[config.mk]
export PLATFORM = sky130hd
export DESIGN_NAME = cdrlm_top
export DESIGN_NICKNAME = d
export VERILOG_FILES = /design/src/verilog/cdrlm_sync.v /design/src/verilog/cdrlm_deser.v /design/src/verilog/cdrlm_top.v
export VERILOG_INCLUDE_DIRS = /design/src /design/src/verilog
export SDC_FILE = /design/constraint.sdc
export NUM_CORES = 1
export LEC_CHECK = 0
export ABC_AREA = 1
export BUFFER_PORTS_ARGS = -buffer_cell sky130_fd_sc_hd__buf_2
export CORE_MARGIN = 3
export CORE_UTILIZATION = 40
export DETAILED_ROUTE_END_ITERATION = 10
export SLEW_MARGIN = 20
export SYNTH_ARGS = -nofsm -noshare
export SYNTH_HDL_FRONTEND = slang
export SYNTH_SLANG_ARGS = --single-unit
[constraint.sdc]
create_clock -name i_clk -period 2.3 [get_ports i_clk]
set_clock_uncertainty 0.05 [all_clocks]
set_input_delay 0.23 -clock i_clk [delete_from_list [all_inputs] [get_ports i_clk]]
set_output_delay 0.23 -clock i_clk [all_outputs]
set_load 0.01 [all_outputs]
[src/verilog/cdrlm_defs.vh]
// Purpose: constants for the recovery-loop lock-mode controller and deserializer
// Assumes: 100 MHz i_clk, classic Wishbone register access
// Notes:   offsets, control and divider field positions, their reset values and the timing count live here
`ifndef CDRLM_DEFS_VH
`define CDRLM_DEFS_VH

// ----------------------------------------
// Register map (byte addresses)
// ----------------------------------------
`define CDRLM_ADR_CTRL     8'h00
`define CDRLM_ADR_STATUS   8'h04
`define CDRLM_ADR_DIV      8'h08
`define CDRLM_ADR_DATA     8'h0C

// ----------------------------------------
// Control fields
// ----------------------------------------
`define CDRLM_CTRL_MANUAL  0
`define CDRLM_CTRL_PCIE    1
`define CDRLM_CTRL_FDATA   2
`define CDRLM_CTRL_FREF    3
`define CDRLM_CTRL_RST     8'h00

// ----------------------------------------
// Divider fields and reset value
// ----------------------------------------
`define CDRLM_DIV_N_LSB    0
`define CDRLM_DIV_M_LSB    4
`define CDRLM_DIV_LR_LSB   12
`define CDRLM_DIV_LD_LSB   16
`define CDRLM_DIV_RST      20'h11011

// ----------------------------------------
// Timing
// ----------------------------------------
`define CDRLM_LOCK_US      4
`define CDRLM_CLK_MHZ      100
`define CDRLM_LOCK_CYC     (`CDRLM_LOCK_US * `CDRLM_CLK_MHZ)
`define CDRLM_WORD_W       10

`endif

[src/verilog/cdrlm_sync.v]
// Purpose: two-flop level synchroniser, one per bit
// Assumes: inputs are slow levels
// Notes:   first stage feeds only the second
`timescale 1ns/1ps
module cdrlm_sync #(
  parameter W = 3
) (
  input  wire         i_clk,     // System clock
  input  wire         i_sys_rst, // Sync reset, high
  input  wire [W-1:0] i_d,       // Asynchronous levels
  output wire [W-1:0] o_q        // Synchronised levels
);
  reg [W-1:0] s1_q;
  reg [W-1:0] s2_q;
  genvar g;
  generate
    for (g = 0; g < W; g = g + 1) begin : g_bit
      always @(posedge i_clk) begin
        if (i_sys_rst) begin
          s1_q[g] <= 1'b0;
          s2_q[g] <= 1'b0;
        end else begin
          s1_q[g] <= i_d[g];
          s2_q[g] <= s1_q[g];
        end
      end
    end
  endgenerate
  assign o_q = s2_q;
endmodule // cdrlm_sync

[src/verilog/cdrlm_deser.v]
// Purpose: serial-to-parallel converter with clock slip
// Assumes: one serial bit per i_clk cycle when i_bit_vld is high
// Notes:   a slip holds the word boundary back by one bit
`include "cdrlm_defs.vh"
`timescale 1ns/1ps
module cdrlm_deser (
  input  wire                     i_clk,      // System clock
  input  wire                     i_sys_rst,  // Sync reset, high
  input  wire                     i_bit,      // Recovered serial bit
  input  wire                     i_bit_vld,  // Bit valid strobe
  input  wire                     i_slip,     // Clock slip pulse
  output reg  [`CDRLM_WORD_W-1:0] o_word,     // Parallel word
  output reg                      o_word_vld  // Word valid pulse
);
  reg [`CDRLM_WORD_W-1:0] sh_q;
  reg [3:0]               cnt_q;
  reg                     slip_q;

  always @(posedge i_clk) begin
    if (i_sys_rst) begin
      sh_q       <= 10'h000;
      cnt_q      <= 4'h0;
      slip_q     <= 1'b0;
      o_word     <= 10'h000;
      o_word_vld <= 1'b0;
    end else begin
      o_word_vld <= 1'b0;
      if (i_slip)
        slip_q <= 1'b1;
      if (i_bit_vld) begin
        if (slip_q && !i_slip) begin
          slip_q <= 1'b0; // Drop one bit to shift boundary
        end else begin
          sh_q <= {i_bit, sh_q[`CDRLM_WORD_W-1:1]}; // First bit ends LSB
          if (cnt_q == 4'h9) begin
            cnt_q      <= 4'h0;
            o_word     <= {i_bit, sh_q[`CDRLM_WORD_W-1:1]};
            o_word_vld <= 1'b1;
          end else begin
            cnt_q <= cnt_q + 4'h1;
          end
        end
      end
    end
  end
endmodule // cdrlm_deser

[src/verilog/cdrlm_top.v]
// Purpose: lock-mode controller for the recovery loop, with deserializer and Wishbone registers
// Assumes: frequency/phase comparator results arrive as synchronous levels
// Notes:   analog loop itself lives outside; this block steers o_mode_data
//
// Our own choices: the address map and the Wishbone register port.
`include "cdrlm_defs.vh"
`timescale 1ns/1ps
module cdrlm_top (
  input  wire                     i_clk,         // System clock 100 MHz
  input  wire                     i_sys_rst,     // Sync reset, high (PMA reset)
  input  wire                     i_wb_cyc,      // Wishbone cycle
  input  wire                     i_wb_stb,      // Wishbone strobe
  input  wire                     i_wb_we,       // Wishbone write
  input  wire [7:0]               i_wb_adr,      // Wishbone byte address
  input  wire [3:0]               i_wb_sel,      // Wishbone byte enables
  input  wire [31:0]              i_wb_dat,      // Wishbone write data
  output reg  [31:0]              o_wb_dat,      // Wishbone read data
  output reg                      o_wb_ack,      // Wishbone acknowledge
  output reg                      o_wb_err,      // Wishbone error
  input  wire                     i_freq_ok,     // Frequency within ppm threshold
  input  wire                     i_phase_ok,    // Phase within 0.08 UI
  input  wire                     i_sig_det,     // Signal above idle threshold
  input  wire                     i_ref_lock,    // Reference lock from comparator
  input  wire                     i_force_data,  // Pin force-data-lock
  input  wire                     i_force_ref,   // Pin force-reference-lock
  input  wire                     i_bit,         // Recovered serial bit
  input  wire                     i_bit_vld,     // Serial bit strobe
  input  wire                     i_slip,        // Slip from word aligner
  output reg                      o_mode_data,   // Loop in data tracking
  output reg                      o_data_lock,   // Data-lock flag
  output reg                      o_ref_lock,    // Masked reference lock
  output reg  [`CDRLM_WORD_W-1:0] o_word,        // Deserialized word
  output reg                      o_word_vld     // Word valid pulse
);
  // ----------------------------------------
  // States
  // ----------------------------------------
  localparam [1:0] ST_REF  = 2'h0;
  localparam [1:0] ST_WAIT = 2'h1;
  localparam [1:0] ST_LOCK = 2'h2;

  // Count kept in nine bits; cut on purpose from the integer product
  localparam integer LOCK_CYC_I = `CDRLM_LOCK_CYC;
  localparam [8:0]   LOCK_CYC   = LOCK_CYC_I[8:0];

  // ----------------------------------------
  // Legal divider checks
  // ----------------------------------------
  function pow2_ok;
    input [3:0] v;
    begin
      pow2_ok = (v == 4'h1) || (v == 4'h2) || (v == 4'h4) || (v == 4'h8);
    end
  endfunction

  function mult_ok;
    input [7:0] v;
    begin
      case (v)
        8'h01, 8'h04, 8'h05, 8'h08, 8'h0A, 8'h0C, 8'h10, 8'h14, 8'h19: mult_ok = 1'b1;
        default: mult_ok = 1'b0;
      endcase
    end
  endfunction

  // ----------------------------------------
  // Synchronisers
  // ----------------------------------------
  wire [2:0] sync_w;
  cdrlm_sync #(.W(3)) u_sync (
    .i_clk     (i_clk),
    .i_sys_rst (i_sys_rst),
    .i_d       ({i_sig_det, i_force_ref, i_force_data}),
    .o_q       (sync_w)
  );
  wire sig_det_s = sync_w[2];
  wire fref_s    = sync_w[1];
  wire fdata_s   = sync_w[0];

  // ----------------------------------------
  // Registers
  // ----------------------------------------
  reg  [7:0]  ctrl_q;
  reg  [19:0] div_q;
  reg  [1:0]  st_q;
  reg  [1:0]  st_d;
  reg  [8:0]  cnt_q;
  reg  [7:0]  div_err_q;
  reg  [9:0]  last_word_q;

  wire manual   = ctrl_q[`CDRLM_CTRL_MANUAL];
  wire pcie     = ctrl_q[`CDRLM_CTRL_PCIE];
  wire fdata    = ctrl_q[`CDRLM_CTRL_FDATA] | fdata_s;
  wire fref     = ctrl_q[`CDRLM_CTRL_FREF]  | fref_s;
  wire sig_ok   = !pcie || sig_det_s;

  // Force-reference wins when both forced, safer for the loop
  wire go_data   = manual ? (fdata && !fref)
                          : (i_freq_ok && i_phase_ok && sig_ok);
  wire drop_data = manual ? (fref || !fdata)
                          : (!i_freq_ok || !sig_ok);

  // ----------------------------------------
  // Mode state machine
  // ----------------------------------------
  always @* begin
    st_d = st_q;
    case (st_q)
      ST_REF:  if (go_data) st_d = ST_WAIT;
      ST_WAIT: if (drop_data) st_d = ST_REF;
               else if (cnt_q == LOCK_CYC - 9'h001) st_d = ST_LOCK;
      ST_LOCK: if (drop_data) st_d = ST_REF;
      default: st_d = ST_REF;
    endcase
  end

  always @(posedge i_clk) begin
    if (i_sys_rst) begin
      st_q        <= ST_REF;
      cnt_q       <= 9'h000;
      o_mode_data <= 1'b0;
      o_data_lock <= 1'b0;
      o_ref_lock  <= 1'b0;
    end else begin
      st_q        <= st_d;
      cnt_q       <= (st_q == ST_WAIT && st_d == ST_WAIT) ? cnt_q + 9'h001 : 9'h000;
      o_mode_data <= (st_d != ST_REF);
      o_data_lock <= (st_d == ST_LOCK);
      o_ref_lock  <= (st_d == ST_REF) && i_ref_lock;
    end
  end

  // ----------------------------------------
  // Deserializer
  // ----------------------------------------
  wire [`CDRLM_WORD_W-1:0] word_w;
  wire                     word_vld_w;
  cdrlm_deser u_deser (
    .i_clk      (i_clk),
    .i_sys_rst  (i_sys_rst),
    .i_bit      (i_bit),
    .i_bit_vld  (i_bit_vld && o_mode_data),
    .i_slip     (i_slip),
    .o_word     (word_w),
    .o_word_vld (word_vld_w)
  );

  always @(posedge i_clk) begin
    if (i_sys_rst) begin
      o_word      <= 10'h000;
      o_word_vld  <= 1'b0;
      last_word_q <= 10'h000;
    end else begin
      o_word_vld <= word_vld_w;
      if (word_vld_w) begin
        o_word      <= word_w;
        last_word_q <= word_w;
      end
    end
  end

  // ----------------------------------------
  // Wishbone slave, ack (or err for an unmapped address) one cycle after request
  // ----------------------------------------
  wire req     = i_wb_cyc && i_wb_stb && !o_wb_ack && !o_wb_err;
  wire hit_ctl = (i_wb_adr == `CDRLM_ADR_CTRL);
  wire hit_st  = (i_wb_adr == `CDRLM_ADR_STATUS);
  wire hit_div = (i_wb_adr == `CDRLM_ADR_DIV);
  wire hit_dat = (i_wb_adr == `CDRLM_ADR_DATA);
  wire mapped  = hit_ctl || hit_st || hit_div || hit_dat;

  wire [19:0] div_new = {i_wb_sel[2] ? i_wb_dat[19:16] : div_q[19:16],
                         i_wb_sel[1] ? i_wb_dat[15:8]  : div_q[15:8],
                         i_wb_sel[0] ? i_wb_dat[7:0]   : div_q[7:0]};
  wire div_legal = pow2_ok(div_new[`CDRLM_DIV_N_LSB +: 4])
                && mult_ok(div_new[`CDRLM_DIV_M_LSB +: 8])
                && pow2_ok(div_new[`CDRLM_DIV_LR_LSB +: 4])
                && pow2_ok(div_new[`CDRLM_DIV_LD_LSB +: 4]);

  always @(posedge i_clk) begin
    if (i_sys_rst) begin
      ctrl_q    <= `CDRLM_CTRL_RST;
      div_q     <= `CDRLM_DIV_RST;
      div_err_q <= 8'h00;
      o_wb_ack  <= 1'b0;
      o_wb_err  <= 1'b0;
      o_wb_dat  <= 32'h0000_0000;
    end else begin
      o_wb_ack <= req && mapped;
      o_wb_err <= req && !mapped;
      if (req && i_wb_we) begin
        if (hit_ctl && i_wb_sel[0])
          ctrl_q <= {4'h0, i_wb_dat[3:0]};
        if (hit_div) begin
          if (div_legal)
            div_q <= div_new;
          else if (div_err_q != 8'hFF)
            div_err_q <= div_err_q + 8'h01; // Illegal values refused and counted
        end
      end
      if (req && !i_wb_we) begin
        case (1'b1)
          hit_ctl: o_wb_dat <= {24'h000000, ctrl_q};
          hit_st:  o_wb_dat <= {16'h0000, div_err_q, 1'b0, sig_det_s, st_q,
                                1'b0, o_ref_lock, o_data_lock, o_mode_data};
          hit_div: o_wb_dat <= {12'h000, div_q};
          hit_dat: o_wb_dat <= {22'h000000, last_word_q};
          default: o_wb_dat <= 32'h0000_0000;
        endcase
      end
    end
  end
endmodule // cdrlm_top

Word level (Yosys, flattened, before mapping)

Memory sizes are Yosys's and may differ from the RTL's.
Index checks and enable logic that the tools add are counted.

Add/subtract/negate cells: 3
Equality and inequality tests: 22
Muxes and demuxes: 20
Bitwise operators: 6
Reductions and logical operators: 55

Operators with widths:

| kind                | count |
|---|---|
| $mux 20             | 3 |
| $logic_and 1x1->1   | 18 |
| $eq 4x4->1 const B  | 4 |
| $eq 8x4->1 const B  | 2 |
| $mux 8              | 2 |
| $logic_or 1x1->1    | 15 |
| $eq 4x1->1 const B  | 3 |
| $eq 4x2->1 const B  | 3 |
| $eq 4x3->1 const B  | 3 |
| $logic_not 1->1     | 10 |
| $mux 10             | 1 |
| $add 9x1->9 const B | 1 |
| $eq 9x9->1 const B  | 1 |
| $add 8x1->8 const B | 1 |
| $eq 8x3->1 const B  | 1 |
| $logic_not 8->1     | 1 |
| $mux 2              | 4 |
| $mux 4              | 2 |
| $ne 8x8->1 const B  | 1 |
| $mux 1              | 7 |
| $pmux 2 s3          | 1 |
| $reduce_and 3->1    | 2 |
| $add 4x1->4 const B | 1 |
| $eq 2x1->1 const B  | 2 |
| 10 further kinds    | 17 |

Flip-flop bits (word level): 123
Bits in read-only memories: 32
Bits of input ports: 58
Logic and storage cells: 131
Memories kept: 1

Memory list:

| memory          | words | width | read ports | clocked after memory_dff | write ports | RTL line       | RTL |
|---|---|---|---|---|---|---|---|
| (no name shown) | 32    | 1     | 1          | 0                        | 0           | cdrlm_top.v:59 | `case (v)` |

Depth between registers and ports, before layout

Gate-level depths: netlist (run 1).

Depth after elaboration: 11
Mapped depth: 15
Gate-level depth less buffers: 13

Modules after synthesis

From an unflattened synthesis (run 1), not the netlist that was laid out.

Cells, all modules: 797
Area, all modules: 5320.1 sq um

Modules (own cells, without submodules):

| module      | times used | cells each | area an instance (sq um) | seq. area each (sq um) |
|---|---|---|---|---|
| cdrlm_top   | 1          | 654        | 4171.5                   | 1581.5 |
| cdrlm_deser | 1          | 125        | 983.4                    | 500.5 |
| cdrlm_sync  | 1          | 18         | 165.2                    | 120.1 |

Worst setup path after synthesis (run 1)

No wires, ideal clock.

Path type: flip-flop to flip-flop
Start point: reg cnt_q[0]
End point: reg o_mode_data
Arrival time: 1.529 ns
Required time: 2.127 ns
Setup slack: 0.598 ns
Stages on the path, launching flop included: 10
Clock period less this slack: 1.702 ns
Cell sequence: dfxtp_1 > ha_1 > nand2_1 > nor2_1 > inv_1 > nor2_1 > nand3_1 > o21ai_0 > nor3_1 > or2_2

Cells in the longest elaborated chain, start to end: 5

RTL lines:

| element                  | RTL line        | RTL |
|---|---|---|
| start: declaration       | cdrlm_top.v:87  | `reg [8:0] cnt_q;` |
| start signal: assignment | cdrlm_top.v:126 | `cnt_q <= (st_q == ST_WAIT && st_d == ST_WAIT) ? cnt_q + 9'h001 : 9'h000;` |
| $eq 9x9->1               | cdrlm_top.v:111 | `else if (cnt_q == LOCK_CYC - 9'h001) st_d = ST_LOCK;` |
| $mux 2                   | cdrlm_top.v:111 |  |
| $mux 2                   | cdrlm_top.v:110 | `ST_WAIT: if (drop_data) st_d = ST_REF;` |
| $pmux 2 s3               | cdrlm_top.v:108 | `case (st_q)` |
| $reduce_bool 2->1        | cdrlm_top.v:127 | `o_mode_data <= (st_d != ST_REF);` |
| end signal: assignment   | cdrlm_top.v:127 |  |
| end: declaration         | cdrlm_top.v:29  | `output reg o_mode_data,` |

Every way passes these cells.
A chain may end at the register's enable or synchronous reset.

Worst setup path in the final report (run 1)

Same ends and word-level chain as after synthesis.

==> results.yml, run 1 <==
yosys:
  synth-main-ff-cell: "dfxtp_1"
  synth_edf_count: 0
  syn_area_mm2: 0.00518
  ys_ff_latch: 110
  avgSynthCellArea_um2: 6.74
  synthCells: 768
  yosysUniqueCellTypes: 37
  yosysSeqAreaShare_pct: 42.5
  ys_async_sr_fraction_pct: 0
  ys.warnings.count: 0
sta:
  timing.hold.ws_ps: 20.6
  finalHoldViolCount: 0
  rsz0062_at_grt: "no"
  tns_ps: 0
  tightestPinTransition_ps: 640
  period_share_pct: 85.4
  max_freq_mhz: 509
  period_minus_slack_ps: 1960
  slew-limit-headroom_pct: 57.3
  finalMaxSlewViolations: 0
  setup_viol: 0
  setup_ws_ps: 336
final_layout:
  final_cell_mix: "nand2_1 (223), inv_1 (125), dfxtp_1 (110)"
  nets: 903
  syn2layout_area_growth_pct: 15.4
  fin_cells: 1016
  final_layout_size_suffix_gt1_share_pct: 14.5
  diodes: 0
  final_common_cell: "nand2_1"
  nFillCells: 1264
detailed_routing:
  route.detailed.drc: 0
  viasPerCell: 4.76
  wl_per_cell_um: 12.7
  wl_mm: 12.9
  ant_nets: 0
  drtIter0Drc: 317
  via_count: 4839
  firstDrtPassIters: 4
power_and_ir_drop:
  peakVddDrop_mv: 0.442
  power.density_mw_per_mm2: 618
  p_total_uw: 3690
  p_leak_uw: 0.00290
place:
  port_buffers: 80
  post-dp-hpwl_mm: 9.64
  place_inst: 1000
  gp_congestion: 0.839
  dp_slack_ps: 253
floorplan:
  pin_count: 106
  die_area_mm2: 0.0143
  start_util_pct: 42.0
  num_rows: 40
  core_area_mm2: 0.0123
  die_height_um: 120
  die_w_um: 120
clock_tree:
  holdBufCountCts: 0
  clk-insertion-delay-late_ps: 350
  post_cts_resized: 0
  cts.path.max_buffers: 2
  cts_setup_buffers: 0
  cts_buffers: 9
  cts_sinks: 110
  htreeDepth: 3
  clk_pin_slew_worst_paths_ps: 70
  cts_tree: "done"
  cts_root_buffer: "clkbuf_16"
run_status:
  status: "finished, final reports clean"
global_routing:
  grt_usage_pct: 18.0
  grt_pass1_wl_mm: 20.9
  grt_remaining_overflow: 0
  grt_pass1_vias: 4242
  grt_max_degree: 42
  antenna_found_initial: 0
setup_path:
  cp.arrival_ps: 2160
  worstSetupPathType: "reg2reg"
  start_kind: "flip-flop"
  cp-end-kind: "flip-flop"
  crit_fanout: 3
  worstPathRequired_ps: 2500
hold_path:
  hp-class: "in2reg"
flow_run:
  maxCapViolCount: 0
## cell families (layout without fill, tap and decap cells)
kind of cell	count (synthesis)	count (layout)	synth area share, %
flip-flops	110	110	42.5
AND/OR/NAND/NOR	351	351	28.1
XOR/XNOR	1	1	0.169
adder cells (fa/ha/maj)	2	2	0.483
other	1	12	0.0724
buffers and inverters	173	242	14.4
AO/OA/AOI/OAI	130	130	14.2
## flip-flops by register name (all words and copies together), names as in the netlist, 8 cells and up
register / count
cnt_q: 9
u_deser.sh_q: 9
o_wb_dat: 20
u_deser.o_word: 10
last_word_q: 10
div_q: 20
div_err_q: 8
## layer usage
metal / up-vias / track usage (%) / share of wire [%]
met4: 0 / 6.30 / 1.4
met3: 12 / 3.72 / 5.4
li1: 2538 / - / -
met2: 115 / 26.8 / 43
met5: - / 0 / 0
met1: 2174 / 25.7 / 50
## path summary, 6_finish.rpt
kind	from	cells after the start	to	slack (ps)
worst max-delay path	cnt_q[0]	9	o_mode_data	340
worst min-delay path	i_force_ref	3	u_sync.s1_q[1]	20
worst max register to register	cnt_q[0]	9	o_mode_data	340
worst min register to register	u_sync.s1_q[2]	2	u_sync.o_q[2]	360
## power by group
part | internal [uW] | switching, uW | leakage (uW)
Clock | 750 | 755 | 0.000136
Combinational | 89.5 | 172 | 0.00188
Sequential | 1920 | 8.18 | 0.000889
Total | 2760 | 935 | 0.00290
## critical path, stage by stage (launching register included)
cell and delay, ps:
dfxtp_1 360, ha_1 180, nand2_1 70, nor2_1 170, inv_1 100, nor2_1 120
nand3_1 90, o21ai_0 320, nor3_1 100, or2_2 290
## cells in the mapped netlist, types with 4 or more instances
cell type  number  area (um2)
buf_6           4        45.0
nand2_1       223         837
nand3_1        25         125
inv_2           4        15.0
dfxtp_1       110        2200
nand4_1         7        43.8
a21oi_1        45         225
inv_1         125         469
o221ai_1        5        43.8
nor3_1         13        65.1
nor4_1          4        25.0
o21ai_1        13        65.1
o21ai_0        34         170
nor2_1         66         248
clkbuf_1       16        60.1
o211ai_1        7        52.6
a211oi_1        4        30.0
buf_4          16         120
o22ai_1        13        81.3
## area by class of cell
cell class / instances / area (um2) / share of cell area (%)
Clock buffer: 9 / 225 / 3.77
Clock inverter: 7 / 61.3 / 1.03
Inverter: 131 / 492 / 8.23
Multi-Input combinational cell: 496 / 2270 / 38.0
Sequential cell: 110 / 2200 / 36.9
Tap cell: 168 / 210 / 3.52
Timing Repair Buffer: 95 / 513 / 8.58
## metrics by stage
| stage | utilization (%) | area (um2) |
|---|---|---|
| floorplan | - | 5220 |
| global placement | 46.2 | 5690 |
| detailed placement | 46.2 | 5690 |
| CTS | 48.5 | 5980 |
| global route | 48.5 | 5980 |
| finish | 48.5 | 5980 |
Note: power is estimated with default switching activity, not from simulation.
==> run 2, diff against run 1 <==
--- a/config.mk
+++ b/config.mk
@@ -8,9 +8,12 @@
 export LEC_CHECK = 0
 export ABC_AREA = 1
 export BUFFER_PORTS_ARGS = -buffer_cell sky130_fd_sc_hd__buf_2
+export CORE_ASPECT_RATIO = 1.2
 export CORE_MARGIN = 3
 export CORE_UTILIZATION = 40
 export DETAILED_ROUTE_END_ITERATION = 10
+export PLACE_DENSITY_LB_ADDON = 0.05
+export RECOVER_POWER = 100
 export SLEW_MARGIN = 20
 export SYNTH_ARGS = -nofsm -noshare
 export SYNTH_HDL_FRONTEND = slang
==> results.yml, run 2 (synthesized netlist as in run 1, its figures left out) <==
run_status:
  status: "finished, violations left"
  violations: "max-capacitance violations, max-slew violations"
global_routing:
  antenna_found_initial: 0
  grt_max_degree: 42
  grt_usage_pct: 19.1
  grt_pass1_wl_mm: 21.5
  grt_remaining_overflow: 0
  grt_pass1_vias: 4503
setup_path:
  start_kind: "primary input"
  cp-end-kind: "flip-flop"
  critPathSlowestCell: "clkbuf_1"
  slowest_delay_ps: 1310
  worstSetupPathType: "in2reg"
  worstPathRequired_ps: 2480
  crit_chain: "clkbuf_1, clkbuf_1, nor3_1, or2_2"
  path_buf_inv: 2
  cp.arrival_ps: 2210
  cpLargestDelayFamily: "buffers and inverters"
  crit_fanout: 41
  crit_top_cell: "clkbuf_1"
clock_tree:
  cts_tree: "done"
  clk-insertion-delay-late_ps: 350
  post_cts_resized: 0
  cts_setup_buffers: 0
  cts_buffers: 9
  holdBufCountCts: 0
  cts_sinks: 110
  htreeDepth: 3
  clk_pin_slew_worst_paths_ps: 70
  cts_root_buffer: "clkbuf_16"
  cts.path.max_buffers: 2
power_and_ir_drop:
  p_leak_uw: 0.00273
  power.density_mw_per_mm2: 646
  p_comb_share_pct: 6.6
  p_sw_share_pct: 24.7
  p_clk_share_pct: 42.9
  p_int_uw: 2870
  p_sw_uw: 945
  power_frac_seq_pct: 50.5
  peakVddDrop_mv: 0.347
detailed_routing:
  wl_mm: 13.4
  route.detailed.drc: 0
  viasPerCell: 4.81
  wl_per_cell_um: 13.4
  firstDrtPassIters: 5
  ant_nets: 0
  drtIter0Drc: 224
  via_count: 4834
sta:
  tightestPinTransition_ps: 1800
  slew-limit-headroom_pct: -20.2
  setup_ws_ps: 275
  finalMaxSlewViolations: 42
  finalHoldViolCount: 0
  period_share_pct: 88.1
  setup_viol: 0
  timing.hold.ws_ps: 43.1
  period_minus_slack_ps: 2030
  max_freq_mhz: 494
  tns_ps: 0
  rsz0062_at_grt: "no"
final_layout:
  final_area_mm2: 0.00591
  finish.utilization_pct: 47.7
  top_regs: "div_q: 20 flops, o_wb_dat: 20 flops"
  nFillCells: 1322
  final_common_cell: "nand2_1"
  final_cell_mix: "nand2_1 (223), inv_1 (125), dfxtp_1 (110)"
  diodes: 0
  syn2layout_area_growth_pct: 14.2
  final_layout_size_suffix_gt1_share_pct: 9.47
  nets: 900
floorplan:
  start_util_pct: 41.8
  die_height_um: 131
  die_w_um: 110
  core_area_mm2: 0.0124
  pin_count: 106
  die_area_mm2: 0.0143
  num_rows: 44
hold_path:
  hp-class: "in2reg"
place:
  dp_slack_ps: 263
  post-dp-hpwl_mm: 10.0
  placed_cell_area_mm2: 0.00567
  port_buffers: 80
  gp_congestion: 0.855
flow_run:
  maxCapViolCount: 1
==> run 2: metrics by stage <==
step | total power (uW) | cells
6_report | 3820 | 1006
5_1_grt | 3990 | 1006
4_1_cts | 3870 | 1006
3_5_place_dp | 2230 | 990
3_3_place_gp | 2230 | 990
2_1_floorplan | 2160 | 779
==> run 2: path summary, 6_finish.rpt <==
path                  startpoint        endpoint  slack, ps  cells after the start
hold / removal      i_force_data  u_sync.s1_q[0]         40                      3
hold reg to reg   u_sync.s1_q[0]   u_sync.o_q[0]        350                      2
setup / recovery       i_sys_rst     o_mode_data        270                      4
setup reg to reg       div_q[17]        div_q[6]        280                     12
==> run 2: power by group through the flow <==
stage	combinational [uW]	clock, uW	sequential [uW]
floorplan	186	0	1970
global placement	255	0	1970
detailed placement	260	0	1970
CTS	262	1680	1930
global route	291	1770	1930
finish	254	1640	1930
==> run 2: layout make-up <==
class | count | area, um2 | share of cell area, %
Multi-Input combinational cell | 496 | 2270 | 38.4
Sequential cell | 110 | 2200 | 37.2
Inverter | 131 | 492 | 8.32
Timing Repair Buffer | 92 | 432 | 7.30
Clock buffer | 9 | 225 | 3.81
Tap cell | 161 | 201 | 3.41
Clock inverter | 7 | 90.1 | 1.52
==> run 2: metal layers <==
layer	global-route usage [%]	share of wire [%]	vias up
li1	-	-	2532
met1	22.9	43	2174
met2	33.9	50	112
met3	2.85	5.1	16
met4	7.92	2.2	0
met5	0	0	-
==> run 2: worst min-delay path: stages <==
cell,delay [ps]
buf_2,100
inv_1,40
nor2_1,30
